$ cat config.mk
export PLATFORM = sky130hd
export DESIGN_NAME = port_irq_lb
export DESIGN_NICKNAME = d
export VERILOG_FILES = /design/src/hdl/port_irq_lb_pkg.sv /design/src/hdl/port_irq_lb.sv
export SDC_FILE = /design/constraint.sdc
export NUM_CORES = 1
export LEC_CHECK = 0
export ABC_CLOCK_PERIOD_IN_PS = 3000
export BUFFER_PORTS_ARGS = -buffer_cell sky130_fd_sc_hd__buf_2
export CAP_MARGIN = 20
export CORE_MARGIN = 1
export CORE_UTILIZATION = 52
export CTS_CLUSTER_DIAMETER = 60
export DETAILED_ROUTE_END_ITERATION = 16
export PLACE_DENSITY = 0.87
export SKIP_LAST_GASP = 1
export SYNTH_ARGS = -nofsm -noshare
export SYNTH_HDL_FRONTEND = slang
export SYNTH_SLANG_ARGS = --single-unit
$ cat constraint.sdc
create_clock -name clk -period 3 [get_ports clk]
set_clock_uncertainty 0.1 [all_clocks]
set_input_delay 0.15 -clock clk [delete_from_list [all_inputs] [get_ports clk]]
set_output_delay 0.15 -clock clk [all_outputs]
set_load 0.02 [all_outputs]
$ cat src/hdl/port_irq_lb_pkg.sv
package port_irq_lb_pkg;
  // Register offsets within the per-port 0xN0xx page.
  localparam logic [7:0] STATUS_OFS = 8'h1b;
  localparam logic [7:0] MASK_OFS = 8'h1f;
  localparam logic [7:0] CTRL0_OFS = 8'h20;
  // Field positions.
  localparam int ACL_BIT = 0;
  localparam int PHY_BIT = 1;
  localparam int TAIL_TAG_BIT = 2;
  localparam int REMOTE_LB_BIT = 6;
  localparam int LOCAL_LB_BIT = 7;
  // Values after reset.
  localparam logic [7:0] STATUS_RST = 8'h00;
  localparam logic [7:0] MASK_RST = 8'h00;
  localparam logic [7:0] CTRL0_RST = 8'h00;
  localparam logic [7:0] RDATA_RST = 8'h00;
endpackage

$ cat src/hdl/port_irq_lb.sv
`timescale 1ns/1ns
// Behaviour
// - Status bit 1 follows pending PHY interrupt; always 0 without PHY.
// - ACL counter-mode interrupt event sets status bit 0.
// - ACL status clears only when software toggles the ACL mask bit.
// - Mask bits are read/write, reset 0; 0 enables, 1 disables a cause.
// - ACL mask acts on every port; PHY mask matters only with PHY.
// - Port status reports only port causes; other bits read zero.
// - Control bit 7 loops fabric egress traffic back into the fabric.
// - Control bit 6 returns pin receive frames out the same port, bypassing fabric.
// - Remote loop returns line receive data onto line transmit data.
module port_irq_lb #(
  parameter bit HAS_PHY = 1'b1,
  parameter int DW = 8
) (
  input wire logic clk,
  input wire logic arst_n,
  input wire logic [7:0] reg_addr,
  input wire logic reg_wr,
  input wire logic [7:0] reg_wdata,
  input wire logic reg_rd,
  output logic [7:0] reg_rdata_q,
  input wire logic phy_irq,
  input wire logic acl_irq_pulse,
  output logic port_irq_q,
  output logic tail_tag_en_q,
  input wire logic [DW-1:0] fabric_tx_data,
  input wire logic fabric_tx_valid,
  output logic [DW-1:0] fabric_rx_data_q,
  output logic fabric_rx_valid_q,
  input wire logic [DW-1:0] line_rx_data,
  input wire logic line_rx_valid,
  output logic [DW-1:0] line_tx_data_q,
  output logic line_tx_valid_q
);

  typedef struct packed {
    logic [7:0] rdata;
    logic acl_st;
    logic phy_st;
    logic mask_acl;
    logic mask_phy;
    logic lb_local;
    logic lb_remote;
    logic tail_tag;
    logic irq;
    logic [DW-1:0] rx_s1;
    logic [DW-1:0] rx_s2;
    logic rxv_s1;
    logic rxv_s2;
    logic [DW-1:0] ltx;
    logic ltx_v;
    logic [DW-1:0] frx;
    logic frx_v;
  } state_t;

  state_t s_q;
  state_t s_d;

  function automatic logic hit(input logic [7:0] a, input logic [7:0] ofs);
    hit = (a == ofs);
  endfunction

  logic mask_wr;
  logic [7:0] status_view;
  logic [7:0] mask_view;
  logic [7:0] ctrl_view;

  assign mask_wr = reg_wr && hit(reg_addr, port_irq_lb_pkg::MASK_OFS);

  //////////////////////////////////////////////////////////////////////////////
  always_comb begin
    status_view = port_irq_lb_pkg::STATUS_RST;
    status_view[port_irq_lb_pkg::ACL_BIT] = s_q.acl_st;
    status_view[port_irq_lb_pkg::PHY_BIT] = s_q.phy_st;
    mask_view = port_irq_lb_pkg::MASK_RST;
    mask_view[port_irq_lb_pkg::ACL_BIT] = s_q.mask_acl;
    mask_view[port_irq_lb_pkg::PHY_BIT] = s_q.mask_phy;
    ctrl_view = port_irq_lb_pkg::CTRL0_RST;
    ctrl_view[port_irq_lb_pkg::LOCAL_LB_BIT] = s_q.lb_local;
    ctrl_view[port_irq_lb_pkg::REMOTE_LB_BIT] = s_q.lb_remote;
    ctrl_view[port_irq_lb_pkg::TAIL_TAG_BIT] = s_q.tail_tag;
  end

  always_comb begin
    s_d = s_q;
    s_d.phy_st = HAS_PHY ? phy_irq : 1'b0;
    if (mask_wr && (reg_wdata[port_irq_lb_pkg::ACL_BIT] != s_q.mask_acl)) begin
      s_d.acl_st = 1'b0;
    end
    if (acl_irq_pulse) begin
      s_d.acl_st = 1'b1;
    end
    if (mask_wr) begin
      s_d.mask_acl = reg_wdata[port_irq_lb_pkg::ACL_BIT];
      s_d.mask_phy = reg_wdata[port_irq_lb_pkg::PHY_BIT];
    end
    if (reg_wr && hit(reg_addr, port_irq_lb_pkg::CTRL0_OFS)) begin
      s_d.lb_local = reg_wdata[port_irq_lb_pkg::LOCAL_LB_BIT];
      s_d.lb_remote = reg_wdata[port_irq_lb_pkg::REMOTE_LB_BIT];
      s_d.tail_tag = reg_wdata[port_irq_lb_pkg::TAIL_TAG_BIT];
    end
    if (reg_rd) begin
      if (hit(reg_addr, port_irq_lb_pkg::STATUS_OFS)) begin
        s_d.rdata = status_view;
      end else if (hit(reg_addr, port_irq_lb_pkg::MASK_OFS)) begin
        s_d.rdata = mask_view;
      end else if (hit(reg_addr, port_irq_lb_pkg::CTRL0_OFS)) begin
        s_d.rdata = ctrl_view;
      end else begin
        s_d.rdata = port_irq_lb_pkg::RDATA_RST;
      end
    end
    s_d.irq = (s_q.acl_st && !s_q.mask_acl) || (s_q.phy_st && !s_q.mask_phy);
    // Pin-side receive data arrives from outside this clock and is synchronised.
    s_d.rx_s1 = line_rx_data;
    s_d.rx_s2 = s_q.rx_s1;
    s_d.rxv_s1 = line_rx_valid;
    s_d.rxv_s2 = s_q.rxv_s1;
    if (s_q.lb_remote) begin
      s_d.ltx = s_q.rx_s2;
      s_d.ltx_v = s_q.rxv_s2;
    end else if (s_q.lb_local) begin
      s_d.ltx = '0;
      s_d.ltx_v = 1'b0;
    end else begin
      s_d.ltx = fabric_tx_data;
      s_d.ltx_v = fabric_tx_valid;
    end
    if (s_q.lb_local) begin
      s_d.frx = fabric_tx_data;
      s_d.frx_v = fabric_tx_valid;
    end else if (s_q.lb_remote) begin
      s_d.frx = '0;
      s_d.frx_v = 1'b0;
    end else begin
      s_d.frx = s_q.rx_s2;
      s_d.frx_v = s_q.rxv_s2;
    end
  end

  always_ff @(posedge clk or negedge arst_n) begin
    if (!arst_n) begin
      s_q <= '0;
    end else begin
      s_q <= s_d;
    end
  end

  assign reg_rdata_q = s_q.rdata;
  assign port_irq_q = s_q.irq;
  assign tail_tag_en_q = s_q.tail_tag;
  assign fabric_rx_data_q = s_q.frx;
  assign fabric_rx_valid_q = s_q.frx_v;
  assign line_tx_data_q = s_q.ltx;
  assign line_tx_valid_q = s_q.ltx_v;

  //////////////////////////////////////////////////////////////////////////////
  property p_phy_follow;
    @(posedge clk) disable iff (!arst_n) 1'b1 |=> s_q.phy_st == (HAS_PHY && $past(phy_irq));
  endproperty
  a_phy_follow: assert property (p_phy_follow) else $error("phy status wrong");

  property p_phy_absent;
    @(posedge clk) disable iff (!arst_n)
      reg_rd && !HAS_PHY && reg_addr == port_irq_lb_pkg::STATUS_OFS |=>
      !reg_rdata_q[port_irq_lb_pkg::PHY_BIT];
  endproperty
  a_phy_absent: assert property (p_phy_absent) else $error("phy bit set on mac port");

  property p_acl_set;
    @(posedge clk) disable iff (!arst_n) acl_irq_pulse |=> s_q.acl_st;
  endproperty
  a_acl_set: assert property (p_acl_set) else $error("acl event lost");

  property p_acl_hold;
    @(posedge clk) disable iff (!arst_n) s_q.acl_st && !mask_wr |=> s_q.acl_st;
  endproperty
  a_acl_hold: assert property (p_acl_hold) else $error("acl cleared without toggle");

  property p_acl_clear;
    @(posedge clk) disable iff (!arst_n)
      mask_wr && !acl_irq_pulse && (reg_wdata[0] != s_q.mask_acl) |=> !s_q.acl_st;
  endproperty
  a_acl_clear: assert property (p_acl_clear) else $error("acl not cleared on toggle");

  property p_irq;
    @(posedge clk) disable iff (!arst_n) 1'b1 |=>
      port_irq_q == (($past(s_q.acl_st) && !$past(s_q.mask_acl)) ||
                     ($past(s_q.phy_st) && !$past(s_q.mask_phy)));
  endproperty
  a_irq: assert property (p_irq) else $error("interrupt output wrong");

  property p_mask_store;
    @(posedge clk) disable iff (!arst_n) mask_wr |=> s_q.mask_acl == $past(reg_wdata[0]);
  endproperty
  a_mask_store: assert property (p_mask_store) else $error("mask not stored");

  property p_status_rsvd;
    @(posedge clk) disable iff (!arst_n)
      reg_rd && reg_addr == port_irq_lb_pkg::STATUS_OFS |=> reg_rdata_q[7:2] == 6'h00;
  endproperty
  a_status_rsvd: assert property (p_status_rsvd) else $error("status reserved bits set");

  property p_local;
    @(posedge clk) disable iff (!arst_n) s_q.lb_local && fabric_tx_valid |=>
      fabric_rx_valid_q && fabric_rx_data_q == $past(fabric_tx_data);
  endproperty
  a_local: assert property (p_local) else $error("local loop failed");

  property p_remote;
    @(posedge clk) disable iff (!arst_n) s_q.lb_remote && s_q.rxv_s2 |=>
      line_tx_valid_q && line_tx_data_q == $past(s_q.rx_s2);
  endproperty
  a_remote: assert property (p_remote) else $error("remote loop failed");

  property p_bypass;
    @(posedge clk) disable iff (!arst_n) s_q.lb_remote && !s_q.lb_local |=> !fabric_rx_valid_q;
  endproperty
  a_bypass: assert property (p_bypass) else $error("remote loop reached fabric");

endmodule

==> results of run 1 <==
==> sequential cells by signal, summed over array words and instances, names as in the netlist <==
register and flops:
fabric_rx_data_q 8, tail_tag_en_q 1, ctrl_view 2, reg_rdata_q 5, s_d 9, port_irq_q 1, s_q 11, line_tx_valid_q 1
line_tx_data_q 8, mask_view 2, fabric_rx_valid_q 1
==> cell families after synthesis <==
group	after synthesis	synth area share, %
flip-flops	49	66.2
XOR/XNOR	1	0.473
AO/OA/AOI/OAI	24	10.3
other	1	0.202
AND/OR/NAND/NOR	20	6.21
buffers and inverters	34	11.8
multiplexers	8	4.79
==> worst paths after layout <==
check / start / to / slack (ns) / cells past startpoint
setup / recovery: ctrl_view[7]$_DFFE_PN0P_ / fabric_rx_data_q[7]$_DFF_PN0_ / 1.30 / 2
hold reg to reg: s_d[27]$_DFF_PN0_ / s_q[27]$_DFF_PN0_ / 0.26 / 0
max in group asynchronous: arst_n / line_tx_data_q[7]$_DFF_PN0_ / 2.35 / 3
setup reg to reg: ctrl_view[7]$_DFFE_PN0P_ / fabric_rx_data_q[7]$_DFF_PN0_ / 1.30 / 2
min in group clk: reg_addr[6] / reg_rdata_q[1]$_DFFE_PN0P_ / 0.03 / 3
hold / removal: arst_n / mask_view[0]$_DFFE_PN0P_ / 0.02 / 2
==> power groups by stage <==
stage               Clock [mW]  Combinational, mW  Sequential, mW
floorplan                    0              0.105           0.728
global placement             0              0.138           0.727
detailed placement           0              0.142           0.729
CTS                      0.397              0.169           0.716
global route             0.420              0.190           0.721
finish                   0.387              0.173           0.716
==> worst reg2reg max path: stages, from the launching register on <==
cell,delay (ns)
dfrtp_1,0.55
nor2_1,0.73
a22o_1,0.26
==> placed cells by master (no fill, tap or decap), types with 2 or more instances in the layout <==
cell type / n
o21ai_0: 2
dlygate4sd3_1: 27
clkbuf_4: 5
o22ai_1: 4
nand2_1: 7
nand2b_1: 2
nand4_1: 2
nor2_1: 2
dfrtp_1: 49
mux2_2: 2
inv_1: 6
mux2_1: 5
a22o_1: 16
conb_1: 3
buf_2: 61
==> metrics by stage <==
step                power [mW]  hold slack (ns)  util [%]  worst slack, ns
floorplan                0.833           -0.246         -             1.71
global placement         0.865            0.158      60.3             1.41
detailed placement       0.871            0.159      60.3             1.34
CTS                       1.28           0.0101      70.8             1.31
global route              1.33           0.0291      71.4             1.15
finish                    1.28           0.0245      71.4             1.30
==> metal layers <==
layer	routed length [um]	part of all wire, %	vias up
li1	-	-	585
met1	1230	38	565
met2	1790	55	38
met3	132	4.1	9
met4	90	2.8	0
met5	0	0	-
==> cell type report <==
type / instances / area [um2]
Fill cell: 240 / 961
Multi-Input combinational cell: 56 / 415
Clock inverter: 1 / 30.0
Sequential cell: 49 / 1230
Inverter: 6 / 22.5
Timing Repair Buffer: 89 / 596
Clock buffer: 7 / 55.1
Tap cell: 46 / 57.6
==> flow_summary.yaml, run 1 <==
synthesis:
  yosys.area.top_type_share_pct: 66.2
  synth_seq_cells: 49
  syn-cell-area_um2: 1850
  yosysMostFrequentCell: "dfrtp_1"
  async_flop_share_pct: 100
  ys.warnings.count: 0
  avgSynthCellArea_um2: 13.5
  synthFlopType: "dfrtp_1"
  synthCells: 137
  yosysTopAreaCell: "dfrtp_1"
  synth_commonest_cells: "dfrtp_1 (49), buf_4 (24), a22o_1 (16)"
  synth_edf_count: 0
  ys_top_cells_by_area: "dfrtp_1 (66%), buf_4 (9.7%), a22o_1 (7.6%)"
  synth_cell_type_count: 26
  ys_seq_area_share_pct: 66.2
grt:
  antenna_found_initial: 0
  grt_pass1_wl_um: 4780
  grt_start_max_net_pins: 50
  grt.met1_usage_pct: 19.8
  first_global_vias: 1116
  overflow: 0
  grt_use_met2_pct: 32.9
  grt-busiest-layer: "met2"
  track_usage_pct: 18.5
  use_met3_pct: 4.35
critical_path:
  critPathSlowestCell: "nor2_1"
  slowest_delay_ns: 0.73
  cp.arrival_ns: 1.88
  crit_fanout: 16
  crit_chain: "nor2_1 -> a22o_1"
  worstPathRequired_ns: 3.19
  start_kind: "flop"
  path_delay_family: "simple AND/OR/NAND/NOR gates"
  end_kind: "flop"
  path_class: "flop to flop"
  critPathBufInv: 0
route:
  antenna_left: 0
  wl_per_cell_um: 12.7
  via_per_inst: 4.71
  drc: 0
  firstDrtPassIters: 4
  vias: 1197
  drt_iter0_markers: 45
  routed_wl_um: 3240
worst_hold_path:
  worstHoldPathType: "primary input to async pin"
pwr:
  p_sw_share_pct: 23.1
  p_sw_mw: 0.295
  seqPwrFrac_pct: 56.1
  clkPwrFrac_pct: 30.4
  irDropWorstVdd_v: 0.000380
  p_per_area_nw_per_um2: 531
  comb_power_share_pct: 13.5
  p_leak_nw: 1.21
  p_int_mw: 0.981
clock_network:
  h-tree-depth: 2
  clk_pin_slew_worst_paths_ns: 0.12
  cts_tree: "yes"
  clock_path_buffers: 2
  cts_made_buffers: 5
  cts-root-buf: "clkbuf_4"
  cts_sinks: 49
  cts_setup_buffers: 0
  insertion_delay_ns: 0.35
  holdBufCountCts: 27
  cts_resized: 0
placement:
  io_buffers: 61
  dp.cells: 218
  dp_hpwl_um: 2100
  dpl_cell_area_um2: 2030
  routabilityCongestion: 0.815
run:
  drv_cap: 0
floorplanning:
  core_area_um2: 3360
  rows: 21
  die_x_um: 61.7
  die_h_um: 61.7
  start_util_pct: 55.1
  num_io_pins: 68
  dieArea_um2: 3810
sta:
  fin_crit_sh_pct: 56.5
  hold_viol_final: 0
  finalCriticalPeriod_ns: 1.70
  max_slew_margin_pct: 41.6
  rsz0062_at_grt: "no"
  worst_pin_slew_ns: 0.872
  slew_viol_final: 0
  fmax_mhz: 590
  finalSetupTns_ns: 0
  finalSetupViolCount: 0
finish:
  layoutNonFillerInstCount: 254
  num_antenna_cells: 0
  nets: 247
  fin_area_um2: 2400
  drive_gt1_share_pct: 35.6
  area_growth_pct: 29.6
outcome:
  outcome: "completed"
Note: power is estimated with default switching activity, not from simulation.
==> inputs of run 2 (changes only) <==
Settings changed: ABC_CLOCK_PERIOD_IN_PS 3000 to 1580, CORE_UTILIZATION 52 to 48, PLACE_DENSITY 0.87 to 0.82.
Clock period 3 ns to 1.58 ns, I/O delays scaled along.
==> run 2 against run 1 <==
Flip-flop and latch count unchanged. Hold slack improved by 0.0073 ns. Critical endpoint is now fabric_rx_data_q[2]$_DFF_PN0_. Routed wire length grew 0.80%. Worst setup slack worse by 1.0 ns. Die area grew 8.0%. Design area grew 1.0%. Non-clock buffer count rose by 2. Sequential share of layout area down 0.53 points. First-iteration DRC count fell by 29%. Maximum frequency is 33% higher. Critical path type unchanged. Count of clock-buffer cells in the layout shrank 1. Sequential power is 89% higher.
==> flow_summary.yaml, run 2 (synthesis results as in run 1) <==
placement:
  io_buffers: 61
  dp_hpwl_um: 2060
  routabilityCongestion: 0.766
sta:
  max_slew_margin_pct: 61.2
  finalSetupTns_ns: 0
  rsz0062_at_grt: "no"
  finalCriticalPeriod_ns: 1.28
  fin_crit_sh_pct: 80.8
  worst_pin_slew_ns: 0.581
  hold_viol_final: 0
  slew_viol_final: 0
  fmax_mhz: 783
  holdWs_ns: 0.0318
  finalSetupViolCount: 0
critical_path:
  end_kind: "flop"
  cp.arrival_ns: 1.40
  start_kind: "flop"
  crit_fanout: 16
  worstRegToRegCells: 2
  path_class: "flop to flop"
  worstPathRequired_ns: 1.71
route:
  via_per_inst: 4.67
  firstDrtPassIters: 4
  vias: 1199
  antenna_left: 0
  drt_iter0_markers: 32
  drc: 0
  wl_per_cell_um: 12.7
  routed_wl_um: 3260
finish:
  area_growth_pct: 31.0
  drive_gt1_share_pct: 36.8
  final_cell_mix: "buf_2 (61), dfrtp_1 (49), dlygate4sd3_1 (27)"
  num_antenna_cells: 0
  largest_register_ffs: 11
  nets: 249
  final_common_cell: "buf_2"
  top_register: "s_q"
clock_network:
  h-tree-depth: 2
  cts_tree: "yes"
  clock_path_buffers: 2
  cts_made_buffers: 5
  cts-root-buf: "clkbuf_8"
  cts_sinks: 49
  insertion_delay_ns: 0.29
  cts_setup_buffers: 0
  clk_pin_slew_worst_paths_ns: 0.08
pwr:
  p_per_area_nw_per_um2: 989
  p_int_mw: 1.83
  p_leak_nw: 1.22
  p_sw_mw: 0.569
  irDropWorstVdd_v: 0.000809
  clkPwrFrac_pct: 29.5
  p_sw_share_pct: 23.7
  comb_power_share_pct: 14.2
  seqPwrFrac_pct: 56.3
run:
  drv_cap: 0
worst_hold_path:
  holdPathStages: 3
  worstHoldPathType: "primary input to flop"
outcome:
  outcome: "completed"
grt:
  overflow: 0
  grt_start_max_net_pins: 30
  track_usage_pct: 17.5
  grt_pass1_wl_um: 5240
  first_global_vias: 1220
  antenna_found_initial: 0
floorplanning:
  num_io_pins: 68
  rows: 22
  die_h_um: 64.1
  start_util_pct: 50.2
  die_x_um: 64.1
  dieArea_um2: 4110
  core_area_um2: 3690
==> run 2: cell types whose count changed in the layout (fill, tap and decap cells not counted) <==
cell	before	now
clkbuf_4	5	0
clkbuf_8	1	6
buf_4	0	2
bufinv_16	1	0
clkbuf_1	1	0
clkinvlp_4	0	1
nor2_1	2	1
nor2_2	0	1
==> run 2: cell type report <==
cell class | count | area, um2
tap | 48 | 60.1
multi-input combinational | 56 | 418
clock inverter | 1 | 7.51
timing repair buffer | 91 | 611
clock buffer | 6 | 82.6
inverter | 6 | 22.5
fill | 266 | 1260
sequential | 49 | 1230
==> run 2: final timing paths <==
| path | startpoint | to | slack, ns |
|---|---|---|---|
| min reg2reg | s_d[23]$_DFF_PN0_ | s_q[23]$_DFF_PN0_ | 0.25 |
| min | reg_addr[5] | reg_rdata_q[1]$_DFFE_PN0P_ | 0.03 |
| max | ctrl_view[6]$_DFFE_PN0P_ | fabric_rx_data_q[2]$_DFF_PN0_ | 0.30 |
| min in group asynchronous | arst_n | reg_rdata_q[7]$_DFFE_PN0P_ | 0.18 |
| max in group asynchronous | arst_n | reg_rdata_q[0]$_DFFE_PN0P_ | 0.70 |
| max reg2reg | ctrl_view[6]$_DFFE_PN0P_ | fabric_rx_data_q[2]$_DFF_PN0_ | 0.30 |
==> run 2: per-stage QoR <==
step / setup WS (ns) / instances / utilization, % / total power, mW / cell area [um2]
global placement: 0.135 / 223 / 56.0 / 1.66 / 2060
finish: 0.303 / 257 / 65.8 / 2.40 / 2430
CTS: 0.0665 / 257 / 65.7 / 2.42 / 2420
detailed placement: 0.0850 / 223 / 56.0 / 1.66 / 2060
floorplan: 0.364 / 139 / - / 1.58 / 1860
global route: 0.246 / 257 / 65.8 / 2.52 / 2430
==> run 2: power groups by stage <==
stage | clock network (mW) | logic, mW | registers (mW)
5_1_grt | 0.787 | 0.369 | 1.36
2_1_floorplan | 0 | 0.199 | 1.38
4_1_cts | 0.729 | 0.338 | 1.35
6_report | 0.709 | 0.340 | 1.35
3_3_place_gp | 0 | 0.281 | 1.38
3_5_place_dp | 0 | 0.286 | 1.38
==> run 2: repair_timing <==
item | CTS | global route
endpoints found under the hold margin | 76 | 0
endpoints found under the setup margin | 0 | 8
resized for setup | 0 | 1
hold buffers | 27 | 0
==> run 2: routing by layer <==
metal	share of wire [%]	wire length, um	vias to the layer above	global-route usage, %
li1	-	-	584	-
met1	40	1300	573	18.4
met2	54	1760	33	31.3
met3	4.0	129	9	4.64
met4	2.4	79	0	10.0
met5	0	0	-	0
==> run 2: critical path: stages (launching register included) <==
cell and delay [ns]:
dfrtp_1 0.41, nor2_2 0.48, a22o_1 0.23
